File: src/common/tmr_cfg.svh
`ifndef TMR_CFG_SVH
`define TMR_CFG_SVH
// ----------------------------------------------------------------------------
// Timer register indices (device side, 8-bit registers).
// ----------------------------------------------------------------------------
`define TMR_IDX_CONTROL 4'h0
`define TMR_IDX_GATE 4'h1
`define TMR_IDX_COUNT_HIGH 4'h2
`define TMR_IDX_COUNT_LOW 4'h3
`define TMR_IDX_CLOCK_SEL 4'h4
`define TMR_IDX_ROLL_EN 4'h5
`define TMR_IDX_GATE_EN 4'h6
`define TMR_IDX_ROLL_FLAG 4'h7
`define TMR_IDX_GATE_FLAG 4'h8
`define TMR_IDX_MOD_DIS 4'h9
`define TMR_IDX_CCP_LOW 4'hA
`define TMR_IDX_CCP_HIGH 4'hB
`define TMR_IDX_CCP_MODE 4'hC
// ----------------------------------------------------------------------------
// Field positions.
// ----------------------------------------------------------------------------
`define TMR_CTL_ON 0
`define TMR_CTL_WIDE 1
`define TMR_CTL_SYNC_N 2
`define TMR_CTL_PS_LO 4
`define TMR_CTL_PS_HI 5
`define TMR_GCON_EN 7
`define TMR_GCON_POL 6
`define TMR_GCON_LVL 2
`define TMR_CCP_CMP 0
`define TMR_CCP_SPECIAL 1
`define TMR_CCP_CAP 2
// ----------------------------------------------------------------------------
// Reset values and limits.
// ----------------------------------------------------------------------------
`define TMR_RST_BYTE 8'h00
`define TMR_RST_COUNT 16'h0000
`define TMR_COUNT_MAX 16'hFFFF
// ----------------------------------------------------------------------------
// Controller APB map (byte addresses).
// ----------------------------------------------------------------------------
`define TMR_APB_CMD 8'h00
`define TMR_APB_RDATA 8'h04
`define TMR_APB_PINS 8'h08
`define TMR_APB_EVENTS 8'h0C
`define TMR_APB_STATUS 8'h10
`define TMR_CMD_WRITE 16
`define TMR_PIN_PEIE 4
`define TMR_PIN_GIE 5
`endif

File: src/common/tmr_pkg.sv
`default_nettype none
package tmr_pkg;
  // Register index as carried over the link.
  typedef logic [3:0] tmr_addr_t;
  // Byte wide register data.
  typedef logic [7:0] tmr_byte_t;
  // Counter clock source select.
  typedef enum logic [1:0] {
    TMR_SRC_INSTR = 2'b00,
    TMR_SRC_PIN = 2'b01,
    TMR_SRC_SOSC = 2'b10
  } tmr_src_t;

  // Sticky flag update: a hardware set beats a software write of zero.
  function automatic logic tmr_flag_next(input logic hw_set, input logic sw_wr,
                                         input logic sw_bit, input logic q);
    tmr_flag_next = hw_set | (sw_wr ? sw_bit : q);
  endfunction : tmr_flag_next
endpackage : tmr_pkg
`default_nettype wire

File: src/common/tmr_link_if.sv
`default_nettype none
interface tmr_link_if;
  // Register access from the controller.
  logic reg_wr;
  logic reg_rd;
  tmr_pkg::tmr_addr_t reg_addr;
  tmr_pkg::tmr_byte_t reg_wdata;
  tmr_pkg::tmr_byte_t reg_rdata;
  logic reg_rvalid;
  // Pin levels and events.
  logic gate_in;
  logic clk_pin;
  logic sosc_clk;
  logic sleep;
  logic capture_evt;
  logic special_trig;
  // Requests from the timer.
  logic rollover_irq;
  logic gate_irq;
  logic wake;

  modport dev(input reg_wr, reg_rd, reg_addr, reg_wdata, gate_in, clk_pin, sosc_clk, sleep,
              capture_evt, special_trig, output reg_rdata, reg_rvalid, rollover_irq, gate_irq, wake);
  modport ctl(output reg_wr, reg_rd, reg_addr, reg_wdata, gate_in, clk_pin, sosc_clk, sleep,
              capture_evt, special_trig, input reg_rdata, reg_rvalid, rollover_irq, gate_irq, wake);
endinterface : tmr_link_if
`default_nettype wire

File: src/design/tmr_timer_dev.sv
`include "tmr_cfg.svh"
`default_nettype none
module tmr_timer_dev (
  // Clock and reset.
  input wire logic CLOCK,
  input wire logic RST_N,
  // Link to the controller.
  tmr_link_if.dev link,
  // User side.
  output logic [15:0] TIMER_COUNT,
  output logic COMPARE_EVENT
);
  import tmr_pkg::*;

  // --------------------------------------------------------------------------
  // Register decode.
  // --------------------------------------------------------------------------
  logic mdis_q; // Module disable bit.
  wire wr = link.reg_wr; // Write strobe.
  wire [3:0] ad = link.reg_addr; // Register index.
  wire [7:0] wd = link.reg_wdata; // Write data.
  wire wr_ctl = wr && ad == `TMR_IDX_CONTROL && !mdis_q;
  wire wr_gcon = wr && ad == `TMR_IDX_GATE && !mdis_q;
  wire wr_hi = wr && ad == `TMR_IDX_COUNT_HIGH && !mdis_q;
  wire wr_lo = wr && ad == `TMR_IDX_COUNT_LOW && !mdis_q;
  wire wr_csel = wr && ad == `TMR_IDX_CLOCK_SEL;
  wire wr_roen = wr && ad == `TMR_IDX_ROLL_EN;
  wire wr_geen = wr && ad == `TMR_IDX_GATE_EN;
  wire wr_rof = wr && ad == `TMR_IDX_ROLL_FLAG;
  wire wr_gef = wr && ad == `TMR_IDX_GATE_FLAG;
  wire wr_mdis = wr && ad == `TMR_IDX_MOD_DIS;
  wire wr_cl = wr && ad == `TMR_IDX_CCP_LOW;
  wire wr_ch = wr && ad == `TMR_IDX_CCP_HIGH;
  wire wr_cm = wr && ad == `TMR_IDX_CCP_MODE;
  wire rd_lo = link.reg_rd && ad == `TMR_IDX_COUNT_LOW;

  // --------------------------------------------------------------------------
  // State.
  // --------------------------------------------------------------------------
  logic [7:0] ctl_q; // Timer control byte.
  logic [7:0] gcon_q; // Gate control byte; the level bit is stored but reads return the registered gate level.
  tmr_src_t src_q; // Clock source select.
  logic roen_q, geen_q; // Interrupt enables.
  logic rof_q, gef_q; // Sticky event flags.
  logic [15:0] ccp_q; // Capture/compare pair.
  logic [2:0] ccpm_q; // Compare, special trigger, capture enables.
  logic [15:0] cnt_q, cnt_d; // Counter pair.
  logic [7:0] hbuf_q; // High byte buffer for wide access.
  logic [2:0] pre_q; // Prescaler.
  logic armed_q; // Falling edge seen since enable.
  logic src_prev_q; // Previous external clock level.
  logic gate_level_status_q; // Registered gate level.
  logic match_q; // Compare equality last cycle.
  logic [7:0] rdata_q;
  logic rvalid_q, roirq_q, geirq_q, wake_q, cmp_q;

  // --------------------------------------------------------------------------
  // Counting conditions.
  // --------------------------------------------------------------------------
  wire on = ctl_q[`TMR_CTL_ON] && !mdis_q;
  wire wide = ctl_q[`TMR_CTL_WIDE];
  wire [1:0] ps = ctl_q[`TMR_CTL_PS_HI:`TMR_CTL_PS_LO];
  wire [2:0] pre_mask = {ps == 2'h3, ps >= 2'h2, ps != 2'h0};
  // The oscillator level is seen whether or not sleep is on.
  wire src_lvl = (src_q == TMR_SRC_PIN) ? link.clk_pin : link.sosc_clk;
  wire ext_rise = src_lvl && !src_prev_q;
  wire ext_fall = !src_lvl && src_prev_q;
  wire is_instr = src_q == TMR_SRC_INSTR;
  wire raw_tick = is_instr ? 1'b1 : (ext_rise && armed_q);
  // In sleep only an unsynchronised external source keeps counting.
  wire run_ok = !link.sleep || (ctl_q[`TMR_CTL_SYNC_N] && !is_instr);
  // Gate level is always derived, enabled or not.
  wire gate_level_status = link.gate_in == gcon_q[`TMR_GCON_POL];
  wire gate_ok = !gcon_q[`TMR_GCON_EN] || gate_level_status;
  wire pre_tick = on && raw_tick && run_ok && gate_ok;
  wire inc = pre_tick && ((pre_q & pre_mask) == pre_mask);
  wire gate_fall = gate_level_status_q && !gate_level_status;
  wire match = ccpm_q[`TMR_CCP_CMP] && cnt_q == ccp_q;
  wire cmp_evt = match && !match_q;
  // A special trigger from any compare unit, including this one.
  wire spec_clr = link.special_trig || (cmp_evt && ccpm_q[`TMR_CCP_SPECIAL]);
  // Only a real wrap gives a hardware set of the flag; a write or a special clear at the top count
  // replaces the increment, so no rollover is reported.
  wire roll_hit = inc && cnt_q == `TMR_COUNT_MAX && !(wr_lo || wr_hi || spec_clr);
  wire rof_d = tmr_flag_next(roll_hit, wr_rof, wd[0], rof_q);
  wire gef_d = tmr_flag_next(gate_fall, wr_gef, wd[0], gef_q);

  // Next counter value; a byte write beats a special clear, which in turn
  // never touches the rollover flag.
  always_comb begin
    cnt_d = cnt_q;
    if (wr_lo) begin
      cnt_d = {wide ? hbuf_q : cnt_q[15:8], wd};
    end else if (wr_hi && !wide) begin
      cnt_d = {wd, cnt_q[7:0]};
    end else if (wr_hi) begin
      cnt_d = cnt_q; // The buffered write still blocks the clear.
    end else if (spec_clr) begin
      cnt_d = `TMR_RST_COUNT;
    end else if (inc) begin
      cnt_d = cnt_q + 16'h0001;
    end
  end

  // --------------------------------------------------------------------------
  // Counter, prescaler and edge tracking; all held clear while disabled.
  // --------------------------------------------------------------------------
  always_ff @(posedge CLOCK or negedge RST_N) begin
    if (!RST_N) begin
      cnt_q <= `TMR_RST_COUNT;
      pre_q <= 3'h0;
      armed_q <= 1'b0;
      src_prev_q <= 1'b0;
      hbuf_q <= `TMR_RST_BYTE;
    end else if (mdis_q) begin
      cnt_q <= `TMR_RST_COUNT;
      pre_q <= 3'h0;
      armed_q <= 1'b0;
      src_prev_q <= 1'b0;
      hbuf_q <= `TMR_RST_BYTE;
    end else begin
      cnt_q <= cnt_d;
      pre_q <= (wr_lo || !on) ? 3'h0 : (pre_tick ? pre_q + 3'h1 : pre_q);
      armed_q <= on && (armed_q || ext_fall);
      src_prev_q <= src_lvl;
      if (wr_hi && wide) begin
        hbuf_q <= wd;
      end else if (rd_lo && wide) begin
        hbuf_q <= cnt_q[15:8];
      end
    end
  end

  // Software registers; the timer's own control bytes are held in reset
  // while the module is disabled.
  always_ff @(posedge CLOCK or negedge RST_N) begin
    if (!RST_N) begin
      ctl_q <= `TMR_RST_BYTE;
      gcon_q <= `TMR_RST_BYTE;
      src_q <= TMR_SRC_INSTR;
      roen_q <= 1'b0;
      geen_q <= 1'b0;
      mdis_q <= 1'b0;
      ccpm_q <= 3'h0;
    end else begin
      ctl_q <= mdis_q ? `TMR_RST_BYTE : (wr_ctl ? wd : ctl_q);
      gcon_q <= mdis_q ? `TMR_RST_BYTE : (wr_gcon ? wd : gcon_q);
      if (wr_csel) begin
        src_q <= (wd[1:0] == 2'h3) ? TMR_SRC_INSTR : tmr_src_t'(wd[1:0]);
      end
      if (wr_roen) roen_q <= wd[0];
      if (wr_geen) geen_q <= wd[0];
      if (wr_mdis) mdis_q <= wd[0];
      if (wr_cm) ccpm_q <= wd[2:0];
    end
  end

  // Capture pair; a capture event beats a software write.
  always_ff @(posedge CLOCK or negedge RST_N) begin
    if (!RST_N) begin
      ccp_q <= `TMR_RST_COUNT;
    end else if (link.capture_evt && ccpm_q[`TMR_CCP_CAP]) begin
      ccp_q <= cnt_q;
    end else begin
      ccp_q <= {wr_ch ? wd : ccp_q[15:8], wr_cl ? wd : ccp_q[7:0]};
    end
  end

  // Flags, requests and the wake level.
  always_ff @(posedge CLOCK or negedge RST_N) begin
    if (!RST_N) begin
      rof_q <= 1'b0;
      gef_q <= 1'b0;
      gate_level_status_q <= 1'b0;
      match_q <= 1'b0;
      roirq_q <= 1'b0;
      geirq_q <= 1'b0;
      wake_q <= 1'b0;
      cmp_q <= 1'b0;
    end else begin
      rof_q <= rof_d;
      gef_q <= gef_d;
      gate_level_status_q <= gate_level_status;
      match_q <= match;
      roirq_q <= rof_d && roen_q;
      geirq_q <= gef_d && geen_q;
      wake_q <= link.sleep && rof_d && roen_q;
      cmp_q <= cmp_evt;
    end
  end

  // --------------------------------------------------------------------------
  // Read path: one cycle after the read strobe.
  // --------------------------------------------------------------------------
  logic [7:0] rmux;
  always_comb begin
    case (ad)
      `TMR_IDX_CONTROL: rmux = ctl_q;
      `TMR_IDX_GATE: rmux = {gcon_q[7:3], gate_level_status_q, gcon_q[1:0]};
      `TMR_IDX_COUNT_HIGH: rmux = wide ? hbuf_q : cnt_q[15:8];
      `TMR_IDX_COUNT_LOW: rmux = cnt_q[7:0];
      `TMR_IDX_CLOCK_SEL: rmux = {6'h00, src_q};
      `TMR_IDX_ROLL_EN: rmux = {7'h00, roen_q};
      `TMR_IDX_GATE_EN: rmux = {7'h00, geen_q};
      `TMR_IDX_ROLL_FLAG: rmux = {7'h00, rof_q};
      `TMR_IDX_GATE_FLAG: rmux = {7'h00, gef_q};
      `TMR_IDX_MOD_DIS: rmux = {7'h00, mdis_q};
      `TMR_IDX_CCP_LOW: rmux = ccp_q[7:0];
      `TMR_IDX_CCP_HIGH: rmux = ccp_q[15:8];
      `TMR_IDX_CCP_MODE: rmux = {5'h00, ccpm_q};
      default: rmux = `TMR_RST_BYTE;
    endcase
  end

  always_ff @(posedge CLOCK or negedge RST_N) begin
    if (!RST_N) begin
      rdata_q <= `TMR_RST_BYTE;
      rvalid_q <= 1'b0;
    end else begin
      rvalid_q <= link.reg_rd;
      if (link.reg_rd) rdata_q <= rmux;
    end
  end

  // --------------------------------------------------------------------------
  // Outputs.
  // --------------------------------------------------------------------------
  assign link.reg_rdata = rdata_q;
  assign link.reg_rvalid = rvalid_q;
  assign link.rollover_irq = roirq_q;
  assign link.gate_irq = geirq_q;
  assign link.wake = wake_q;
  assign TIMER_COUNT = cnt_q;
  assign COMPARE_EVENT = cmp_q;
endmodule : tmr_timer_dev
`default_nettype wire

File: src/flat_wrapper.sv
// flat-port wrapper written by rule: the top's interface ports become plain ports
module tmr_timer_dev_flat import tmr_pkg::*;
  (CLOCK, RST_N, TIMER_COUNT, COMPARE_EVENT, link_reg_wr, link_reg_rd, link_reg_addr, link_reg_wdata, link_gate_in, link_clk_pin, link_sosc_clk, link_sleep, link_capture_evt, link_special_trig, link_reg_rdata, link_reg_rvalid, link_rollover_irq, link_gate_irq, link_wake);
  tmr_link_if link_i ();
  input wire logic CLOCK;
  input wire logic RST_N;
  output logic [15:0] TIMER_COUNT;
  output logic COMPARE_EVENT;
  input wire logic [$bits(link_i.reg_wr)-1:0] link_reg_wr;
  input wire logic [$bits(link_i.reg_rd)-1:0] link_reg_rd;
  input wire logic [$bits(link_i.reg_addr)-1:0] link_reg_addr;
  input wire logic [$bits(link_i.reg_wdata)-1:0] link_reg_wdata;
  input wire logic [$bits(link_i.gate_in)-1:0] link_gate_in;
  input wire logic [$bits(link_i.clk_pin)-1:0] link_clk_pin;
  input wire logic [$bits(link_i.sosc_clk)-1:0] link_sosc_clk;
  input wire logic [$bits(link_i.sleep)-1:0] link_sleep;
  input wire logic [$bits(link_i.capture_evt)-1:0] link_capture_evt;
  input wire logic [$bits(link_i.special_trig)-1:0] link_special_trig;
  output wire logic [$bits(link_i.reg_rdata)-1:0] link_reg_rdata;
  output wire logic [$bits(link_i.reg_rvalid)-1:0] link_reg_rvalid;
  output wire logic [$bits(link_i.rollover_irq)-1:0] link_rollover_irq;
  output wire logic [$bits(link_i.gate_irq)-1:0] link_gate_irq;
  output wire logic [$bits(link_i.wake)-1:0] link_wake;
  assign link_i.reg_wr = link_reg_wr;
  assign link_i.reg_rd = link_reg_rd;
  assign link_i.reg_addr = link_reg_addr;
  assign link_i.reg_wdata = link_reg_wdata;
  assign link_i.gate_in = link_gate_in;
  assign link_i.clk_pin = link_clk_pin;
  assign link_i.sosc_clk = link_sosc_clk;
  assign link_i.sleep = link_sleep;
  assign link_i.capture_evt = link_capture_evt;
  assign link_i.special_trig = link_special_trig;
  assign link_reg_rdata = link_i.reg_rdata;
  assign link_reg_rvalid = link_i.reg_rvalid;
  assign link_rollover_irq = link_i.rollover_irq;
  assign link_gate_irq = link_i.gate_irq;
  assign link_wake = link_i.wake;
  tmr_timer_dev u_core (.CLOCK(CLOCK), .RST_N(RST_N), .link(link_i), .TIMER_COUNT(TIMER_COUNT), .COMPARE_EVENT(COMPARE_EVENT));
endmodule
File: config.mk
export PLATFORM = sky130hd
export DESIGN_NAME = tmr_timer_dev_flat
export DESIGN_NICKNAME = d
export VERILOG_FILES = /design/src/common/tmr_pkg.sv /design/src/common/tmr_link_if.sv /design/src/design/tmr_timer_dev.sv /design/src/flat_wrapper.sv
export VERILOG_INCLUDE_DIRS = /design/src /design/src/common
export SDC_FILE = /design/constraint.sdc
export NUM_CORES = 1
export LEC_CHECK = 0
export ABC_AREA = 1
export BUFFER_PORTS_ARGS = -buffer_cell sky130_fd_sc_hd__buf_2
export CORE_MARGIN = 5
export CORE_UTILIZATION = 50
export CTS_CLUSTER_DIAMETER = 80
export CTS_CLUSTER_SIZE = 28
export DETAILED_ROUTE_END_ITERATION = 7
export GPL_ROUTABILITY_DRIVEN = 0
export PLACE_DENSITY_LB_ADDON = 0.1
export SYNTH_ARGS = -nofsm -noshare
export SYNTH_HDL_FRONTEND = slang
export SYNTH_SLANG_ARGS = --single-unit
File: constraint.sdc
create_clock -name CLOCK -period 2.55 [get_ports CLOCK]
set_clock_uncertainty 0.2 [all_clocks]
set_input_delay 0.255 -clock CLOCK [delete_from_list [all_inputs] [get_ports CLOCK]]
set_output_delay 0.255 -clock CLOCK [all_outputs]
set_load 0.1 [all_outputs]
## Yosys cells after proc, flatten, opt, wreduce, memory -nomap -nowiden

Cells that the tools add are included.

- Register bits: 86
- Input port bits: 22
- Logic and storage cells: 154

- $add $sub $neg: 2
- $lt $le $gt $ge: 1
- Eq/ne operators: 22
- Mux-type cells: 28
- Bitwise gates (word level): 3
- Reductions and logical operators: 73

Operators by type and width:

| kind | number |
|---|---|
| 16-bit 2-to-1 mux | 7 |
| 8-bit one-hot mux with 13 select lines | 1 |
| 8-bit 2-to-1 mux | 10 |
| 1-bit logical AND | 42 |
| 4-bit equality test, second input constant | 5 |
| 16-bit by 1-bit adder with 16-bit output, second input constant | 1 |
| 16-bit equality test | 1 |
| 16-bit equality test, second input constant | 1 |
| 4-bit by 3-bit equality test with 1-bit output, second input constant | 4 |
| 1-bit logical NOT | 11 |
| 2-bit nonzero test | 5 |
| 3-bit 2-to-1 mux | 3 |
| 4-bit by 2-bit equality test with 1-bit output, second input constant | 2 |
| 1-bit logical OR | 7 |
| 1-bit 2-to-1 mux | 6 |
| 3-bit nonzero test | 2 |
| 5-bit nonzero test | 1 |
| 2-bit equality test, second input constant | 2 |
| 4-bit by 1-bit equality test with 1-bit output, second input constant | 1 |
| 4-bit logical NOT | 1 |
| 4-bit by 3-bit != test with 1-bit output, second input constant | 1 |
| 4-bit nonzero test | 1 |
| 3-bit by 1-bit adder with 3-bit output, second input constant | 1 |
| 3-bit bitwise AND | 1 |
| 11 further kinds | 12 |

## Logic depth before layout (Yosys ltp)

Gate-level depths: netlist of the first run.

- Depth in word-level cells: 15
- Mapped depth: 15
- Mapped depth without buffers: 15

## Worst setup path after synthesis of the first run

No wires, ideal clock.

- Kind: flip-flop to flip-flop
- Start point: register u_core.cnt_q[1], in the netlist u_core.TIMER_COUNT[1]
- End point: register u_core.wake_q, in the netlist u_core.link.wake
- Setup time: 0.071 ns
- Arrival: 2.433 ns
- Data required time: 2.279 ns
- Path slack: -0.154 ns
- Stages on the path, launching flop included: 12
- Path through: dfrtp_1 -> ha_1 -> nand3_1 -> nor3_2 -> nand2_1 -> nor3_1 -> nand3_1 -> nor3_1 -> nand2_1 -> nand2_1 -> nand2_1 -> nor2_1

- Longest elaborated chain between the ends: 11

RTL lines:

| item | line | text |
|---|---|---|
| from (decl) | tmr_timer_dev.sv:47 | `logic [15:0] cnt_q, cnt_d;` |
| from (signal assigned) | tmr_timer_dev.sv:110 | `` cnt_q <= `TMR_RST_COUNT; `` |
| from (signal assigned) | tmr_timer_dev.sv:116 | `` cnt_q <= `TMR_RST_COUNT; `` |
| from (signal assigned) | tmr_timer_dev.sv:122 | `cnt_q <= cnt_d;` |
| 16-bit equality test | tmr_timer_dev.sv:78 | `` wire match = ccpm_q[`TMR_CCP_CMP] && cnt_q == ccp_q; `` |
| 1-bit logical AND | tmr_timer_dev.sv:78 |  |
| 1-bit logical AND | tmr_timer_dev.sv:79 | `wire cmp_evt = match && !match_q;` |
| 1-bit logical AND | tmr_timer_dev.sv:81 | `` wire spec_clr = link.special_trig \|\| (cmp_evt && ccpm_q[`TMR_CCP_SPECIAL]); `` |
| 1-bit logical OR | tmr_timer_dev.sv:81 |  |
| 1-bit logical OR | tmr_timer_dev.sv:84 | `` wire roll_hit = inc && cnt_q == `TMR_COUNT_MAX && !(wr_lo \|\| wr_hi \|\| spec_clr); `` |
| 1-bit logical NOT | tmr_timer_dev.sv:84 |  |
| 1-bit logical AND * | tmr_timer_dev.sv:84 |  |
| 1-bit bitwise OR * | tmr_pkg.sv:17 | `tmr_flag_next = hw_set \| (sw_wr ? sw_bit : q);` |
| named net u_core.rof_d | tmr_timer_dev.sv:85 | `wire rof_d = tmr_flag_next(roll_hit, wr_rof, wd[0], rof_q);` |
| 1-bit logical AND * (2 in series) | tmr_timer_dev.sv:187 | `wake_q <= link.sleep && rof_d && roen_q;` |
| to (signal assigned) | tmr_timer_dev.sv:187 |  |
| to (decl) | tmr_timer_dev.sv:55 | `logic rvalid_q, roirq_q, geirq_q, wake_q, cmp_q;` |

Mark *: on every way through the listed nets, which the timed path passes. The rest lies on a longest branch.
A chain may end at the register's enable or synchronous reset.

## Final worst setup path of the first run

- Start point: register u_core.cnt_q[0], in the netlist u_core.TIMER_COUNT[0]
- End point: register u_core.wake_q, in the netlist u_core.link.wake

Same word-level chain as after synthesis.

==> results of run 1 <==
cells in the final DEF (no fill, tap or decap), drive strengths merged, types with 2 or more instances in the layout:
master,n
nor2,62
o22ai,27
nand2,196
a22oi,19
a221oi,4
nand3,44
o21ai,92
mux2,2
bufinv,5
or2,2
dfrtp,85
o211ai,3
dlygate4sd3,5
ha,2
xor2,12
nor4,2
buf,70
a21oi,12
nor3,10
clkinv,3
nand4,9
inv,115
o221ai,2
clkbuf,10
routing by layer:
layer | part of all wire, % | up-vias
met3 | 8.5 | 53
met1 | 42 | 2476
met2 | 44 | 272
met5 | 0 | -
li1 | - | 2523
met4 | 5.0 | 0
layout make-up:
cell class | count | area, um^2
clock buffers | 10 | 138
clock inverters | 6 | 158
fillers | 983 | 4200
inverters | 118 | 443
multi-input cells | 508 | 2510
flip-flops and latches | 85 | 2140
well taps | 136 | 170
repair buffers | 75 | 465
per-stage QoR:
step	power [mW]	instances	cell area (um^2)	worst slack [ps]	utilization, %
2_1_floorplan	2.54	731	5200	6.27	-
3_3_place_gp	2.88	914	5660	265	55.3
3_5_place_dp	2.89	914	5660	214	55.3
4_1_cts	4.28	935	6000	195	58.7
5_1_grt	4.51	938	6030	40.5	58.9
6_report	4.30	938	6030	203	58.9
sequential cells by signal, indices dropped and copies added (netlist names), 2 cells and up:
register and cells:
u_core.src_q 2, u_core.gcon_q 7, u_core.link.reg_rdata 8, u_core.hbuf_q 8, u_core.ccpm_q 3, u_core.ccp_q 16
u_core.ctl_q 8, u_core.pre_q 3, u_core.TIMER_COUNT 16
report_power, final:
group	switching (mW)	internal (mW)	total [mW]
Sequential	0.160	1.52	1.68
Clock	0.517	0.875	1.39
Combinational	0.921	0.313	1.23
Total	1.60	2.70	4.30
kinds of logic after synthesis:
logic type / share of synthesized area (%)
adder cells (fa/ha/maj): 0.483
flip-flops: 41.1
AO/OA/AOI/OAI: 18.6
XOR/XNOR: 2.20
AND/OR/NAND/NOR: 26.7
multiplexers: 0.435
buffers and inverters: 10.5
worst reg2reg max path, stage by stage, from the launching register on:
cell and delay, ps:
dfrtp_2 460, ha_1 210, nand3_1 180, nor3_2 270, nand2_1 110, nor3_1 140, nand3_1 120, nor3_1 180
nand2_1 130, nand2_1 100, nand2_1 70, nor2_1 100
repair_timing:
item / 4_1_cts / 5_1_grt
endpoints found under the hold margin: 55 / 0
hold buffers: 5 / 0
setup buffers: 0 / 3
setup endpoints to repair: 0 / 16
worst min-delay path by stage:
stage                            startpoint                       end
after floorplan                       RST_N      u_core.COMPARE_EVENT
after global placement                RST_N  u_core.link.reg_rdata[5]
after detailed placement              RST_N  u_core.link.reg_rdata[5]
after CTS                 link_reg_wdata[1]           u_core.src_q[1]
after global routing      link_reg_wdata[4]          u_core.hbuf_q[4]
final                     link_reg_wdata[1]           u_core.src_q[1]
==> results.yml, run 1 <==
synthesis:
  synth.largest_area_cell: "dfrtp_1"
  yosysSeqAreaShare_pct: 41.1
  syn-instance-count: 731
  avgSynthCellArea_um2: 7.09
  synth_area_leaders: "dfrtp_1 (41%), nand2_1 (14%), o21ai_0 (8.5%), inv_1 (7.4%), nor2_1 (4.2%)"
  synth_ff_type: "dfrtp_1"
  synth_edf_count: 0
  ys_types: 42
  syn_nets: 755
  yosys_warnings: 0
  async_flop_share_pct: 100
  synth_common_cells: "nand2_1 (193), inv_1 (102), o21ai_0 (88)"
  yosysMostFrequentCell: "nand2_1"
  synthDominantCellAreaShare_pct: 41.1
  syn_area_mm2: 0.00518
  ys_ff_latch: 85
run_status:
  outcome: "complete, no violations"
finish:
  areaGrowthSynthToFinish_pct: 16.3
  num_antenna_cells: 0
  layout-drive-gt1-share_pct: 15.8
  nNetsFinal: 821
power:
  ir_drop_mv: 0.481
  power.density_mw_per_mm2: 714
  static-leakage-power_nw: 2.99
floorplan:
  chipWidth_um: 112
  die_y_um: 112
  start_util_pct: 50.6
  rows: 37
  io_pins: 51
  die_area_mm2: 0.0125
  core_mm2: 0.0102
timing:
  slew_headroom_pct: 54.9
  worst_pin_slew_ps: 677
  grt_setup_unrepaired: "false"
  post-route-period-util_pct: 92.0
  layout_min_cycle_time_ps: 2350
  setup_viol_count_final: 0
  hold_viol: 0
  slew_viol_final: 0
  fin_tns_setup_ps: 0
  whs_ps: 17.0
  fmax_mhz: 426
critical_path:
  cp.arrival_ps: 2460
  worst-endpoint-required_ps: 2660
  crit_path_start_kind: "register"
  critPathKind: "register to register"
  cp_cell_sequence: "ha_1 -> nand3_1 -> nor3_2 -> nand2_1 -> nor3_1 -> nand3_1 -> nor3_1 -> nand2_1 -> nand2_1 -> nand2_1 -> nor2_1"
  slowest_stage: "dfrtp_2"
  cp_num_buf_inv: 0
  cp_top_family: "simple AND/OR/NAND/NOR gates"
  r2r_cells: 11
  path_depth: 11
  crit_fanout: 7
  crit_top_cell: "nand2_1"
  r2r_start: "u_core.TIMER_COUNT[0]"
  critical_path.startpoint: "u_core.TIMER_COUNT[0]"
  ff2ff_setup_slack_ps: 200
  endpoint: "u_core.link.wake"
  r2r-end: "u_core.link.wake"
  critPathMaxStageDelay_ps: 460
  worstSetupEndpointType: "register"
route:
  drtIter0Drc: 547
  drc: 0
  wl_per_cell_um: 18.2
  first_pass_iters: 5
  antenna_left: 0
  vias: 5324
  vias_per_cell: 5.68
  routed_wl_mm: 17.1
hold_path:
  holdPathStages: 3
  hold_class: "primary input to register"
global_routing:
  grt_usage_pct: 28.2
  grt_use_met1_pct: 38.3
  grt_most_used_layer: "met2"
  use_met3_pct: 4.29
  grt_first_pass_wirelength_mm: 27.7
  grt_overflow: 0
  grt_max_degree: 52
  grt_pass1_vias: 5215
  use_met2_pct: 42.6
  antenna_found_initial: 0
place:
  portBuffers: 50
  hpwl_mm: 13.0
clocking:
  cts.clk_slew.worst_paths_ps: 90
  clock-root-buffer: "clkbuf_8"
  cts-htree-levels: 3
  clockBufferDepth: 2
  clock_sinks: 85
  cts_resized: 0
  cts_tree: "done"
  clk_latency_ps: 380
  cts_buffers: 9
run:
  max_cap_violations: 0
No activity file was read; power rests on OpenSTA's default activity.
==> inputs of run 2 (changes only) <==
CELL_PAD_IN_SITES_DETAIL_PLACEMENT = 1   (was unset)
CELL_PAD_IN_SITES_GLOBAL_PLACEMENT = 2   (was unset)
CORE_UTILIZATION = 34   (was 50)
==> results.yml, run 2 (same netlist as run 1, synthesis figures left out) <==
finish:
  fin_util_pct: 40.6
  fill_cells: 1921
  layout-drive-gt1-share_pct: 16.3
  final_common_cell: "nand2_1"
  areaGrowthSynthToFinish_pct: 18.3
  mostFrequentLayoutCells: "nand2_1 (193), inv_1 (102), o21ai_0 (88), dfrtp_1 (73), nor2_1 (58)"
  nNetsFinal: 828
  stdcell_count: 994
  num_antenna_cells: 0
global_routing:
  grt_max_degree: 48
  grt_pass1_vias: 5445
  grt_usage_pct: 24.2
  grt_first_pass_wirelength_mm: 32.9
  grt_overflow: 0
  antenna_found_initial: 0
clocking:
  cts_tree: "done"
  cts-htree-levels: 3
  clockBufferDepth: 2
  clock-root-buffer: "clkbuf_16"
  clk_latency_ps: 350
  cts.clk_slew.worst_paths_ps: 60
  cts_buffers: 9
  clock_sinks: 85
critical_path:
  endpoint: "u_core.link.reg_rdata[3]"
  crit_top_cell: "o21ai_0"
  worst-endpoint-required_ps: 2570
  critical_path.startpoint: "u_core.ctl_q[1]"
  r2r_cells: 5
  r2r-end: "u_core.link.reg_rdata[3]"
  ff2ff_setup_slack_ps: 210
  crit_path_start_kind: "register"
  critPathMaxStageDelay_ps: 740
  critPathKind: "register to register"
  cp.arrival_ps: 2350
  r2r_start: "u_core.ctl_q[1]"
  cp_cell_sequence: "o21ai_0 -> a22oi_1 -> o211ai_1 -> o21ai_0 -> o21ai_0"
  worstSetupEndpointType: "register"
  crit_fanout: 20
  slowest_stage: "dfrtp_1"
place:
  portBuffers: 50
  dpl.cell_count: 973
  hpwl_mm: 16.7
  dp_slack_ps: 87.8
floorplan:
  core_mm2: 0.0151
  start_util_pct: 34.3
  die_area_mm2: 0.0178
  rows: 45
  chipWidth_um: 133
  io_pins: 51
  die_y_um: 133
power:
  ir_drop_mv: 0.285
  static-leakage-power_nw: 3.04
  total_power_mw: 4.29
  power.density_mw_per_mm2: 701
timing:
  fin_tns_setup_ps: 0
  fmax_mhz: 428
  hold_viol: 0
  slew_headroom_pct: 55.1
  post-route-period-util_pct: 91.6
  worst_pin_slew_ps: 673
  grt_setup_unrepaired: "false"
  worst_slack_ps: 214
  setup_viol_count_final: 0
  layout_min_cycle_time_ps: 2340
  slew_viol_final: 0
run_status:
  outcome: "complete, no violations"
route:
  drc: 0
  vias_per_cell: 5.41
  antenna_left: 0
  routed_wl_mm: 21.4
  drtIter0Drc: 452
  first_pass_iters: 5
  wl_per_cell_um: 21.6
  vias: 5382
hold_path:
  hold_class: "primary input to register"
  hold_start: "link_reg_wdata[0]"
run:
  max_cap_violations: 0
[run 2: changes by cell type in the layout (fill, tap and decap cells not counted), sizes merged]
cell | previous run | this run
buf | 70 | 78
bufinv | 5 | 1
clkbuf | 10 | 11
clkinv | 3 | 4
clkinvlp | 1 | 0
dlygate4sd3 | 5 | 4
[run 2: layout make-up]
class / instances / area [um^2] / share of cell area, %
Clock buffer: 11 / 233 / 3.80
Timing Repair Buffer: 82 / 515 / 8.41
Sequential cell: 85 / 2140 / 34.9
Inverter: 118 / 443 / 7.23
Multi-Input combinational cell: 508 / 2520 / 41.2
Tap cell: 188 / 235 / 3.84
Clock inverter: 2 / 38.8 / 0.633
[run 2: stage by stage]
| stage | hold slack [ps] | cell area [um^2] |
|---|---|---|
| 2_1_floorplan | -241 | 5200 |
| 6_report | 21.3 | 6130 |
| 3_5_place_dp | 143 | 5780 |
| 5_1_grt | 43.3 | 6130 |
| 3_3_place_gp | 130 | 5780 |
| 4_1_cts | 19.6 | 6090 |
[run 2: worst max-delay path, delay by kind of cell, from the launching register on]
kind           cells  cell delay, ps
flip-flops         1             740
AO/OA/AOI/OAI      5            1250
[run 2: worst min path at each step]
stage / endpoint / slack (ps) / depth (start not counted)
floorplan: u_core.COMPARE_EVENT / -240 / 0
global placement: u_core.ccp_q[15] / 130 / 1
detailed placement: u_core.ccp_q[15] / 140 / 1
CTS: u_core.ctl_q[0] / 20 / 3
global route: u_core.ctl_q[0] / 40 / 3
finish: u_core.ctl_q[0] / 20 / 3
[run 2: what timing repair did]
| item | CTS | global route |
|---|---|---|
| hold endpoints to repair | 49 | 0 |
| gates resized for setup | 0 | 2 |
| hold buffers | 4 | 0 |
| setup endpoints to repair | 0 | 2 |
| buffers inserted | 0 | 4 |
[run 2: power breakdown]
group | switching, mW | total, mW | internal, mW
clock network | 0.553 | 1.30 | 0.746
registers | 0.149 | 1.67 | 1.52
logic | 0.997 | 1.33 | 0.331
total | 1.70 | 4.29 | 2.60
[run 2: per-layer routing]
layer | routed length (um) | vias to the layer above | global-route usage, % | part of all wire (%)
li1 | - | 2539 | - | -
met1 | 10000 | 2695 | 33.4 | 47
met2 | 10000 | 119 | 39.1 | 47
met3 | 819 | 29 | 3.29 | 3.8
met4 | 580 | 0 | 8.46 | 2.7
met5 | 0 | - | 0 | 0
